File: src/pkg/tmr_pkg.sv
// tmr_pkg: register map, field layout and codes of the 10-bit compare/pwm timer
package tmr_pkg;
  localparam int unsigned CNT_W = 10;
  localparam int unsigned P_W   = 3;
  localparam int unsigned DIV_W = 3;
  localparam int unsigned PRE_W = 7;
  localparam int unsigned SPAN_W = 11;
  // bus map
  localparam logic [7:0] OFS_CTRL0   = 8'h00;
  localparam logic [7:0] OFS_CTRL1   = 8'h04;
  localparam logic [7:0] OFS_CNT_LO  = 8'h08;
  localparam logic [7:0] OFS_CNT_HI  = 8'h0c;
  localparam logic [7:0] OFS_CMPA_LO = 8'h10;
  localparam logic [7:0] OFS_CMPA_HI = 8'h14;
  localparam logic [7:0] OFS_STATUS  = 8'h18;
  // ctrl0 fields
  localparam int unsigned C0_P_LSB   = 0;
  localparam int unsigned C0_RUN_BIT = 3;
  localparam int unsigned C0_DIV_LSB = 4;
  // ctrl1 fields
  localparam int unsigned C1_CLR_BIT  = 0;
  localparam int unsigned C1_SWAP_BIT = 1;
  localparam int unsigned C1_INV_BIT  = 2;
  localparam int unsigned C1_INIT_BIT = 3;
  localparam int unsigned C1_ACT_LSB  = 4;
  localparam int unsigned C1_MODE_LSB = 6;
  // status fields, write one to clear
  localparam int unsigned ST_A_BIT = 0;
  localparam int unsigned ST_P_BIT = 1;
  // reset values
  localparam logic [7:0]       CTRL0_RST = 8'h00;
  localparam logic [7:0]       CTRL1_RST = 8'h00;
  localparam logic [CNT_W-1:0] CNT_RST   = 10'h000;
  localparam logic [CNT_W-1:0] CMPA_RST  = 10'h000;
  // counter geometry
  localparam logic [SPAN_W-1:0] SPAN_FULL = 11'h400;
  localparam logic [6:0]        P_STEP_LO = 7'h00;
  // modes and pin actions
  localparam logic [1:0] MODE_CMP   = 2'h0;
  localparam logic [1:0] MODE_UNDEF = 2'h1;
  localparam logic [1:0] MODE_PWM   = 2'h2;
  localparam logic [1:0] MODE_TMR   = 2'h3;
  localparam logic [1:0] ACT_NONE   = 2'h0;
  localparam logic [1:0] ACT_LOW    = 2'h1;
  localparam logic [1:0] ACT_HIGH   = 2'h2;
  localparam logic [1:0] ACT_TOGGLE = 2'h3;
  localparam logic [1:0] ACT_INACT  = 2'h0;
  localparam logic [1:0] ACT_ACTIVE = 2'h1;
  localparam logic [1:0] ACT_PWM    = 2'h2;
  localparam logic [1:0] ACT_PULSE  = 2'h3;
endpackage

File: src/pkg/tmr_cmp_if.sv
// tmr_cmp_if: counter, compare values and match results between core and comparator
`timescale 1ns/10ps
interface tmr_cmp_if;
  import tmr_pkg::*;
  logic [CNT_W-1:0] count;
  logic [CNT_W-1:0] cmp_a;
  logic [P_W-1:0]   cmp_p;
  logic             swap;
  logic [CNT_W-1:0] count_inc;
  logic             match_a;
  logic             match_p;
  logic             pwm_active;
  modport core (output count, cmp_a, cmp_p, swap,
                input  count_inc, match_a, match_p, pwm_active);
  modport cmp  (input  count, cmp_a, cmp_p, swap,
                output count_inc, match_a, match_p, pwm_active);
endinterface

File: src/verilog/tmr_compare.sv
// tmr_compare: comparators A and P and the pwm duty decision
`timescale 1ns/10ps
module tmr_compare
  import tmr_pkg::*;
(
  // counter and compare values
  tmr_cmp_if.cmp bus
);
  logic [SPAN_W-1:0] p_span;
  logic [SPAN_W-1:0] duty;

  always_comb
  begin
    bus.count_inc = bus.count + CNT_W'(1);
    // zero compare A never matches, the count just wraps at 3ff
    bus.match_a = (bus.cmp_a != CMPA_RST) && (bus.count_inc == bus.cmp_a);
    if (bus.cmp_p == '0)
    begin
      bus.match_p = (bus.count_inc == CNT_RST);
      p_span      = SPAN_FULL;
    end
    else
    begin
      bus.match_p = (bus.count_inc == {bus.cmp_p, P_STEP_LO});
      p_span      = {1'b0, bus.cmp_p, P_STEP_LO};
    end
    duty = bus.swap ? p_span : {1'b0, bus.cmp_a};
    // duty at or past the period never ends the active phase
    bus.pwm_active = ({1'b0, bus.count} < duty);
  end
endmodule // tmr_compare

File: src/verilog/tmr_prescaler.sv
// tmr_prescaler: timer clock enable, one pulse every 2**sel system clocks
`timescale 1ns/10ps
module tmr_prescaler
  import tmr_pkg::*;
(
  // clock and reset
  input  logic             i_clk,
  input  logic             i_arst_n,
  // control
  input  logic [DIV_W-1:0] i_sel,
  input  logic             i_restart,
  // timer clock enable
  output logic             o_tick
);
  logic [PRE_W-1:0] pre_q;
  logic [PRE_W-1:0] mask;

  assign mask   = PRE_W'((8'h01 << i_sel) - 8'h01);
  assign o_tick = ((pre_q & mask) == mask);

  // restart aligns the first period with the run edge
  always_ff @(posedge i_clk or negedge i_arst_n)
  begin
    if (!i_arst_n)
      pre_q <= '0;
    else if (i_restart)
      pre_q <= '0;
    else
      pre_q <= pre_q + PRE_W'(1);
  end
endmodule // tmr_prescaler

File: src/verilog/tmr_standard_timer.sv
// tmr_standard_timer: 10-bit timer with compare, pwm and single pulse output, apb slave
`timescale 1ns/10ps
module tmr_standard_timer
  import tmr_pkg::*;
(
  // clock and reset
  input  logic        i_clk,
  input  logic        i_arst_n,
  // apb slave
  input  logic        i_psel,
  input  logic        i_penable,
  input  logic        i_pwrite,
  input  logic [7:0]  i_paddr,
  input  logic [31:0] i_pwdata,
  output logic [31:0] o_prdata,
  output logic        o_pready,
  output logic        o_pslverr,
  // timer output pin
  output logic        o_timer_output_pin,
  output logic        o_timer_output_pin_oe,
  // match flags
  output logic        o_match_a_flag,
  output logic        o_match_p_flag
);
  tmr_cmp_if cmp_bus ();

  // configuration
  logic             counter_run_q;
  logic [P_W-1:0]   compare_p_value_q;
  logic [DIV_W-1:0] div_sel_q;
  logic [1:0]       mode_sel_q;
  logic [1:0]       pin_action_q;
  logic             output_initial_level_q;
  logic             output_invert_q;
  logic             duty_period_swap_q;
  logic             clear_source_sel_q;
  logic [CNT_W-1:0] compare_a_value_q;
  // timer state
  logic [CNT_W-1:0] count_q;
  logic             run_prev_q;
  logic             match_a_flag_q;
  logic             match_p_flag_q;
  logic             level_q;
  logic             pin_q;
  logic             pin_oe_q;
  // bus answer
  logic [31:0]      rdata_q;
  logic             slverr_q;
  // decode
  logic             bus_setup;
  logic             bus_write;
  logic             run_rise;
  logic             tick;
  logic             step;
  logic             is_pwm;
  logic             is_pulse;
  logic             cmp_like;
  logic             clear_hit;
  logic             pulse_end;
  logic             set_a;
  logic             set_p;
  logic             pwm_level;
  logic             mapped;
  logic [31:0]      rdata_d;
  logic             ctrl0_wr;
  logic             ctrl1_wr;
  logic             clr_a;
  logic             clr_p;

  assign cmp_bus.count = count_q;
  assign cmp_bus.cmp_a = compare_a_value_q;
  assign cmp_bus.cmp_p = compare_p_value_q;
  assign cmp_bus.swap  = duty_period_swap_q;

  tmr_compare u_compare (
    .bus (cmp_bus.cmp)
  );

  tmr_prescaler u_prescaler (
    .i_clk     (i_clk),
    .i_arst_n  (i_arst_n),
    .i_sel     (div_sel_q),
    .i_restart (run_rise),
    .o_tick    (tick)
  );

  // zero wait state: read data is latched in the setup cycle
  assign bus_setup = i_psel & ~i_penable;
  assign bus_write = i_psel & i_penable & i_pwrite;
  assign o_pready  = 1'b1;
  assign o_prdata  = rdata_q;
  assign o_pslverr = slverr_q & i_psel & i_penable;

  assign run_rise = counter_run_q & ~run_prev_q;
  assign step     = counter_run_q & ~run_rise & tick;
  assign is_pwm   = (mode_sel_q == MODE_PWM) & (pin_action_q != ACT_PULSE);
  assign is_pulse = (mode_sel_q == MODE_PWM) & (pin_action_q == ACT_PULSE);
  assign cmp_like = (mode_sel_q == MODE_CMP) | (mode_sel_q == MODE_TMR);
  assign ctrl0_wr = bus_write & (i_paddr == OFS_CTRL0);
  assign ctrl1_wr = bus_write & (i_paddr == OFS_CTRL1);
  // write-one-to-clear strobes for the sticky flags
  assign clr_a    = bus_write & (i_paddr == OFS_STATUS) & i_pwdata[ST_A_BIT];
  assign clr_p    = bus_write & (i_paddr == OFS_STATUS) & i_pwdata[ST_P_BIT];

  // period source: swap in pwm, none in single pulse, clear source otherwise
  always_comb
  begin
    if (is_pwm)
      clear_hit = duty_period_swap_q ? cmp_bus.match_a : cmp_bus.match_p;
    else if (is_pulse)
      clear_hit = 1'b0;
    else
      clear_hit = clear_source_sel_q ? cmp_bus.match_a : cmp_bus.match_p;
  end

  assign pulse_end = step & is_pulse & cmp_bus.match_a;

  // flag sources per mode
  always_comb
  begin
    set_a = step & cmp_bus.match_a & (mode_sel_q != MODE_UNDEF);
    if (is_pwm)
      set_p = step & cmp_bus.match_p;
    else if (cmp_like)
      set_p = step & cmp_bus.match_p & ~clear_source_sel_q;
    else
      set_p = 1'b0;
  end

  // pwm and single pulse level before inversion
  always_comb
  begin
    unique case (pin_action_q)
      ACT_INACT:  pwm_level = ~output_initial_level_q;
      ACT_ACTIVE: pwm_level = output_initial_level_q;
      ACT_PWM:    pwm_level = cmp_bus.pwm_active ? output_initial_level_q
                                                 : ~output_initial_level_q;
      ACT_PULSE:  pwm_level = counter_run_q ? output_initial_level_q
                                            : ~output_initial_level_q;
    endcase
  end

  // compare P value, set against the counter's top three bits
  always_ff @(posedge i_clk or negedge i_arst_n)
  begin
    if (!i_arst_n)
      compare_p_value_q <= CTRL0_RST[C0_P_LSB +: P_W];
    else if (ctrl0_wr)
      compare_p_value_q <= i_pwdata[C0_P_LSB +: P_W];
  end

  // tick divider select; the new mask applies from the next clock, no prescaler restart
  always_ff @(posedge i_clk or negedge i_arst_n)
  begin
    if (!i_arst_n)
      div_sel_q <= CTRL0_RST[C0_DIV_LSB +: DIV_W];
    else if (ctrl0_wr)
      div_sel_q <= i_pwdata[C0_DIV_LSB +: DIV_W];
  end

  // run bit: a software write wins over the pulse end clearing it
  always_ff @(posedge i_clk or negedge i_arst_n)
  begin
    if (!i_arst_n)
      counter_run_q <= CTRL0_RST[C0_RUN_BIT];
    else if (bus_write && i_paddr == OFS_CTRL0)
      counter_run_q <= i_pwdata[C0_RUN_BIT];
    else if (pulse_end)
      counter_run_q <= 1'b0;
  end

  always_ff @(posedge i_clk or negedge i_arst_n)
  begin
    if (!i_arst_n)
      run_prev_q <= 1'b0;
    else
      run_prev_q <= counter_run_q;
  end

  // control register 1, clear source, swap and pin polarity bits
  always_ff @(posedge i_clk or negedge i_arst_n)
  begin
    if (!i_arst_n)
    begin
      clear_source_sel_q     <= CTRL1_RST[C1_CLR_BIT];
      duty_period_swap_q     <= CTRL1_RST[C1_SWAP_BIT];
      output_invert_q        <= CTRL1_RST[C1_INV_BIT];
      output_initial_level_q <= CTRL1_RST[C1_INIT_BIT];
    end
    else if (ctrl1_wr)
    begin
      clear_source_sel_q     <= i_pwdata[C1_CLR_BIT];
      duty_period_swap_q     <= i_pwdata[C1_SWAP_BIT];
      output_invert_q        <= i_pwdata[C1_INV_BIT];
      output_initial_level_q <= i_pwdata[C1_INIT_BIT];
    end
  end

  // mode and pin action; changes while running are not guarded
  always_ff @(posedge i_clk or negedge i_arst_n)
  begin
    if (!i_arst_n)
    begin
      pin_action_q <= CTRL1_RST[C1_ACT_LSB +: 2];
      mode_sel_q   <= CTRL1_RST[C1_MODE_LSB +: 2];
    end
    else if (ctrl1_wr)
    begin
      pin_action_q <= i_pwdata[C1_ACT_LSB +: 2];
      mode_sel_q   <= i_pwdata[C1_MODE_LSB +: 2];
    end
  end

  // compare A value, a low byte and a two-bit high part
  always_ff @(posedge i_clk or negedge i_arst_n)
  begin
    if (!i_arst_n)
      compare_a_value_q <= CMPA_RST;
    else if (bus_write && i_paddr == OFS_CMPA_LO)
      compare_a_value_q[7:0] <= i_pwdata[7:0];
    else if (bus_write && i_paddr == OFS_CMPA_HI)
      compare_a_value_q[9:8] <= i_pwdata[1:0];
  end

  // counter; a clear replaces the increment, so the period is exact
  always_ff @(posedge i_clk or negedge i_arst_n)
  begin
    if (!i_arst_n)
      count_q <= CNT_RST;
    else if (run_rise)
      count_q <= CNT_RST;
    else if (step)
      count_q <= clear_hit ? CNT_RST : cmp_bus.count_inc;
  end

  // sticky flags, hardware set wins over a write-one clear
  always_ff @(posedge i_clk or negedge i_arst_n)
  begin
    if (!i_arst_n)
      match_a_flag_q <= 1'b0;
    else if (set_a)
      match_a_flag_q <= 1'b1;
    else if (clr_a)
      match_a_flag_q <= 1'b0;
  end

  always_ff @(posedge i_clk or negedge i_arst_n)
  begin
    if (!i_arst_n)
      match_p_flag_q <= 1'b0;
    else if (set_p)
      match_p_flag_q <= 1'b1;
    else if (clr_p)
      match_p_flag_q <= 1'b0;
  end

  // compare mode level; only A matches move it
  always_ff @(posedge i_clk or negedge i_arst_n)
  begin
    if (!i_arst_n)
      level_q <= 1'b0;
    else if (run_rise)
      level_q <= output_initial_level_q;
    else if (step && cmp_bus.match_a && mode_sel_q == MODE_CMP)
    begin
      unique case (pin_action_q)
        ACT_NONE:   level_q <= level_q;
        ACT_LOW:    level_q <= output_initial_level_q ? 1'b0 : level_q;
        ACT_HIGH:   level_q <= output_initial_level_q ? level_q : 1'b1;
        ACT_TOGGLE: level_q <= ~level_q;
      endcase
    end
  end

  // pin enable; timer mode releases the pin to other functions
  always_ff @(posedge i_clk or negedge i_arst_n)
  begin
    if (!i_arst_n)
      pin_oe_q <= 1'b0;
    else
      pin_oe_q <= (mode_sel_q != MODE_TMR);
  end

  // released data parks low so a later enable starts from a known level
  always_ff @(posedge i_clk or negedge i_arst_n)
  begin
    if (!i_arst_n)
      pin_q <= 1'b0;
    else if (mode_sel_q == MODE_TMR)
      pin_q <= 1'b0;
    else if (mode_sel_q == MODE_PWM)
      pin_q <= pwm_level ^ output_invert_q;
    else
      pin_q <= level_q ^ output_invert_q;
  end

  assign o_timer_output_pin    = pin_q;
  assign o_timer_output_pin_oe = pin_oe_q;
  assign o_match_a_flag        = match_a_flag_q;
  assign o_match_p_flag        = match_p_flag_q;

  // read mux
  always_comb
  begin
    rdata_d = '0;
    mapped  = 1'b1;
    unique case (i_paddr)
      OFS_CTRL0:
      begin
        rdata_d[C0_P_LSB +: P_W]     = compare_p_value_q;
        rdata_d[C0_RUN_BIT]          = counter_run_q;
        rdata_d[C0_DIV_LSB +: DIV_W] = div_sel_q;
      end
      OFS_CTRL1:
      begin
        rdata_d[C1_CLR_BIT]         = clear_source_sel_q;
        rdata_d[C1_SWAP_BIT]        = duty_period_swap_q;
        rdata_d[C1_INV_BIT]         = output_invert_q;
        rdata_d[C1_INIT_BIT]        = output_initial_level_q;
        rdata_d[C1_ACT_LSB +: 2]    = pin_action_q;
        rdata_d[C1_MODE_LSB +: 2]   = mode_sel_q;
      end
      OFS_CNT_LO:  rdata_d[7:0] = count_q[7:0];
      OFS_CNT_HI:  rdata_d[1:0] = count_q[9:8];
      OFS_CMPA_LO: rdata_d[7:0] = compare_a_value_q[7:0];
      OFS_CMPA_HI: rdata_d[1:0] = compare_a_value_q[9:8];
      OFS_STATUS:
      begin
        rdata_d[ST_A_BIT] = match_a_flag_q;
        rdata_d[ST_P_BIT] = match_p_flag_q;
      end
      default:     mapped = 1'b0;
    endcase
  end

  // answer captured at setup, held through the access cycle
  // a counter read therefore shows the count of the setup edge
  always_ff @(posedge i_clk or negedge i_arst_n)
  begin
    if (!i_arst_n)
      rdata_q <= '0;
    else if (bus_setup)
      rdata_q <= i_pwrite ? 32'h0000_0000 : rdata_d;
  end

  // error is kept apart from data; it is gated to the access phase
  always_ff @(posedge i_clk or negedge i_arst_n)
  begin
    if (!i_arst_n)
      slverr_q <= 1'b0;
    else if (bus_setup)
      slverr_q <= ~mapped;
  end
endmodule // tmr_standard_timer
File: config.mk
export PLATFORM = sky130hd
export DESIGN_NAME = tmr_standard_timer
export DESIGN_NICKNAME = d
export VERILOG_FILES = /design/src/pkg/tmr_pkg.sv /design/src/pkg/tmr_cmp_if.sv /design/src/verilog/tmr_compare.sv /design/src/verilog/tmr_prescaler.sv /design/src/verilog/tmr_standard_timer.sv
export SDC_FILE = /design/constraint.sdc
export NUM_CORES = 1
export LEC_CHECK = 0
export ABC_AREA = 1
export BUFFER_PORTS_ARGS = -buffer_cell sky130_fd_sc_hd__buf_2
export CORE_MARGIN = 2
export CORE_UTILIZATION = 40
export CTS_CLUSTER_SIZE = 14
export DETAILED_ROUTE_END_ITERATION = 6
export HOLD_SLACK_MARGIN = 0.12
export PLACE_DENSITY = 0.63
export SLEW_MARGIN = 10
export SYNTH_ARGS = -nofsm -noshare
export SYNTH_HDL_FRONTEND = slang
export SYNTH_SLANG_ARGS = --single-unit
File: constraint.sdc
create_clock -name i_clk -period 3.05 [get_ports i_clk]
set_input_delay 0.4575 -clock i_clk [delete_from_list [all_inputs] [get_ports i_clk]]
set_output_delay 0.4575 -clock i_clk [all_outputs]
set_load 0.03 [all_outputs]
==> impl_metrics.ini <==
[setup_path]
path_depth = 12
max_stage_delay_ns = 0.50
regToRegEndpoint = cmp_bus.count[6]$_DFFE_PN0P_
rrSetupSlack_ns = 0.59
reg2reg_from = cmp_bus.count[1]$_DFFE_PN0P_
required_ns = 3.28
crit_chain = ha_1 -> nand2_2 -> nor2_2 -> nand2_1 -> nand2_1 -> nand3_1 -> nor2_1 -> nand3_1 -> nor2_2 -> a21boi_4 -> nand3_1 -> nand2_1
worst-setup-path-type = reg -> reg
cp_max_fo = 10
r2r_cells = 12
worstSetupEndpointType = flip-flop
crit_family = simple AND/OR/NAND/NOR gates
critical_path_arrival_ns = 2.69
cp_slowest_cell = dfrtp_1
start_kind = flip-flop
crit_buf_inv = 0

[logic_synthesis]
yosysWarningCount = 0
synthCells = 625
syn_avg_cell_area_um2 = 6.74
synth_seq_cells = 57
syn_area_um2 = 4210
synth.distinct_cells = 36
yosysSeqAreaShare_pct = 33.8

[grt]
grtUsageTotal_pct = 22.9
grt_overflow_total = 0
grt_start_max_net_pins = 30
grt_pass1_vias = 3967
grt_pass1_wl_mm = 20.3
antenna_found_initial = 0

[timing]
slew_headroom_pct = 50.4
timing.setup.tns_ns = 0
rsz0062_at_grt = no
finalCritPeriodShare_pct = 80.7
finalCriticalPeriod_ns = 2.46
final_max_slew_viol_count = 0
fin_ws_ns = 0.588
finClkSkew_ns = 0.00793
max_freq_ghz = 0.406
setup_viol = 0
timing_hold_violations_final = 0
worst_pin_slew_ns = 0.744

[floorplan]
io-pin-count = 83
die_w_um = 107
die_area_um2 = 11400
die_y_um = 107
num_rows = 37
core-area_um2 = 10300
start_util_pct = 41.0

[routing]
wirelength_mm = 12.1
drt_iter0_drc = 343
via_per_inst = 5.14
drc = 0
vias = 4130
antenna_left = 0
drt_first_pass_iters = 6
wl_per_cell_um = 15.1

[placement]
io_buffers = 33
dp_slack_ns = 0.642
dp_hpwl_mm = 9.47
dp.cells = 787
place.gp.congestion = 0.888

[layout]
fin_cells = 803
n_antenna_cell = 0
drive_gt1_share_pct = 12.0
nFillCells = 1093
syn_to_final_growth_pct = 10.4
nets = 723

[min_path]
hold_path.class = in -> async

[clock_network]
h-tree-depth = 3
clkLatencyLatePin_ns = 0.35
cts_sinks = 57
cts_tree = built
cts_hold_buffers = 0
cts.path.max_buffers = 2
root_buffer = clkbuf_8
clk_pin_slew_worst_paths_ns = 0.07
cts_setup_buffers = 0
cts_resized = 0
cts_made_buffers = 9

[power]
power_density_nw_per_um2 = 425
ir_drop_mv = 0.336
p_leak_uw = 0.00241

[run]
drv_cap = 0

[status]
status = finished, final reports clean
through the flow:
step | total power, uW | hold slack [ns] | cell area, um^2 | util [%]
global placement | 1150 | 0.460 | 4430 | 43.1
finish | 1980 | 0.173 | 4650 | 45.3
CTS | 2000 | 0.185 | 4650 | 45.3
floorplan | 1090 | 0.162 | 4300 | -
global route | 2080 | 0.218 | 4650 | 45.3
detailed placement | 1160 | 0.460 | 4430 | 43.1
area by class of cell:
cell class	count	area (um^2)	share of cell area, %
repair buffers	36	200	4.30
clock inverters	6	90.1	1.94
inverters	90	338	7.26
flip-flops and latches	57	1430	30.7
well taps	136	170	3.66
multi-input cells	468	2290	49.2
clock buffers	10	138	2.96
worst max-delay path by stage:
stage	start	endpoint	slack (ns)
floorplan	div_sel_q[1]$_DFFE_PN0P_	cmp_bus.count[0]$_DFFE_PN0P_	1.06
global route	div_sel_q[1]$_DFFE_PN0P_	cmp_bus.count[4]$_DFFE_PN0P_	0.41
finish	cmp_bus.count[1]$_DFFE_PN0P_	cmp_bus.count[6]$_DFFE_PN0P_	0.59
CTS	cmp_bus.count[1]$_DFFE_PN0P_	cmp_bus.count[6]$_DFFE_PN0P_	0.60
detailed placement	div_sel_q[1]$_DFFE_PN0P_	cmp_bus.count[6]$_DFFE_PN0P_	0.64
global placement	cmp_bus.count[1]$_DFFE_PN0P_	cmp_bus.count[7]$_DFFE_PN0P_	0.62
metal layers:
metal  share of wire (%)  up-vias  global-route usage (%)
met5                   0        -                       0
met4                 1.8        0                    6.77
met3                 6.1       17                    4.01
met2                  46      162                    36.7
met1                  46     1914                    31.7
li1                    -     2037                       -
registers in the layout, summed over array words and instances (netlist names), 2 cells and up:
register           count
cmp_bus.cmp_a         10
cmp_bus.cmp_p          3
cmp_bus.count         10
div_sel_q              3
mode_sel_q             2
o_prdata               8
pin_action_q           2
u_prescaler.pre_q      7
layout by cell type (no fill, tap or decap), drive strengths merged, types with 8 or more instances in the layout:
master / Yosys / final
buf: 30 / 36
o21ai: 48 / 48
nor2: 61 / 61
nand2: 195 / 195
nand3: 60 / 60
nor3: 12 / 12
inv: 89 / 90
nand4: 8 / 8
o22ai: 11 / 11
ha: 16 / 16
dfrtp: 57 / 57
conb: 2 / 25
clkbuf: 3 / 10
a21oi: 14 / 14
cells by family after synthesis:
family                   Yosys count  synth area share [%]
buffers and inverters            123                  13.8
other                              2                 0.178
AND/OR/NAND/NOR                  337                  35.0
flip-flops                        57                  33.8
adder cells (fa/ha/maj)           16                  4.75
XOR/XNOR                           2                 0.416
AO/OA/AOI/OAI                     88                  12.0
synth_stat cells, drive strengths merged:
library cell / number / area, um^2
clkinv: 1 / 3.75
a21oi: 14 / 70.1
a21boi: 1 / 18.8
buf: 30 / 234
o311ai: 1 / 8.76
o211ai: 3 / 22.5
nand4: 8 / 65.1
conb: 2 / 7.51
o31ai: 3 / 22.5
o21ai: 48 / 240
nand3: 60 / 315
nor3: 12 / 60.1
nor2: 61 / 264
o22ai: 11 / 68.8
o21bai: 2 / 15.0
inv: 89 / 334
nand2: 195 / 762
a31oi: 1 / 6.26
dfrtp: 57 / 1430
clkbuf: 3 / 11.3
a211oi: 1 / 7.51
o21a: 1 / 7.51
a41oi: 1 / 8.76
nor3b: 1 / 7.51
xor2: 2 / 17.5
o2bb2ai: 1 / 8.76
ha: 16 / 200
where the power goes:
part	total [uW]	internal (uW)	switching (uW)
Combinational	291	90.1	201
Clock	835	485	350
Sequential	853	807	45.6
worst reg2reg max path: stages, from the launching register on:
cell,delay (ns)
dfrtp_1,0.50
ha_1,0.30
nand2_2,0.12
nor2_2,0.21
nand2_1,0.13
nand2_1,0.14
nand3_1,0.09
nor2_1,0.20
nand3_1,0.13
nor2_2,0.21
a21boi_4,0.16
nand3_1,0.11
nand2_1,0.06
Note: power is estimated with default switching activity, not from simulation.
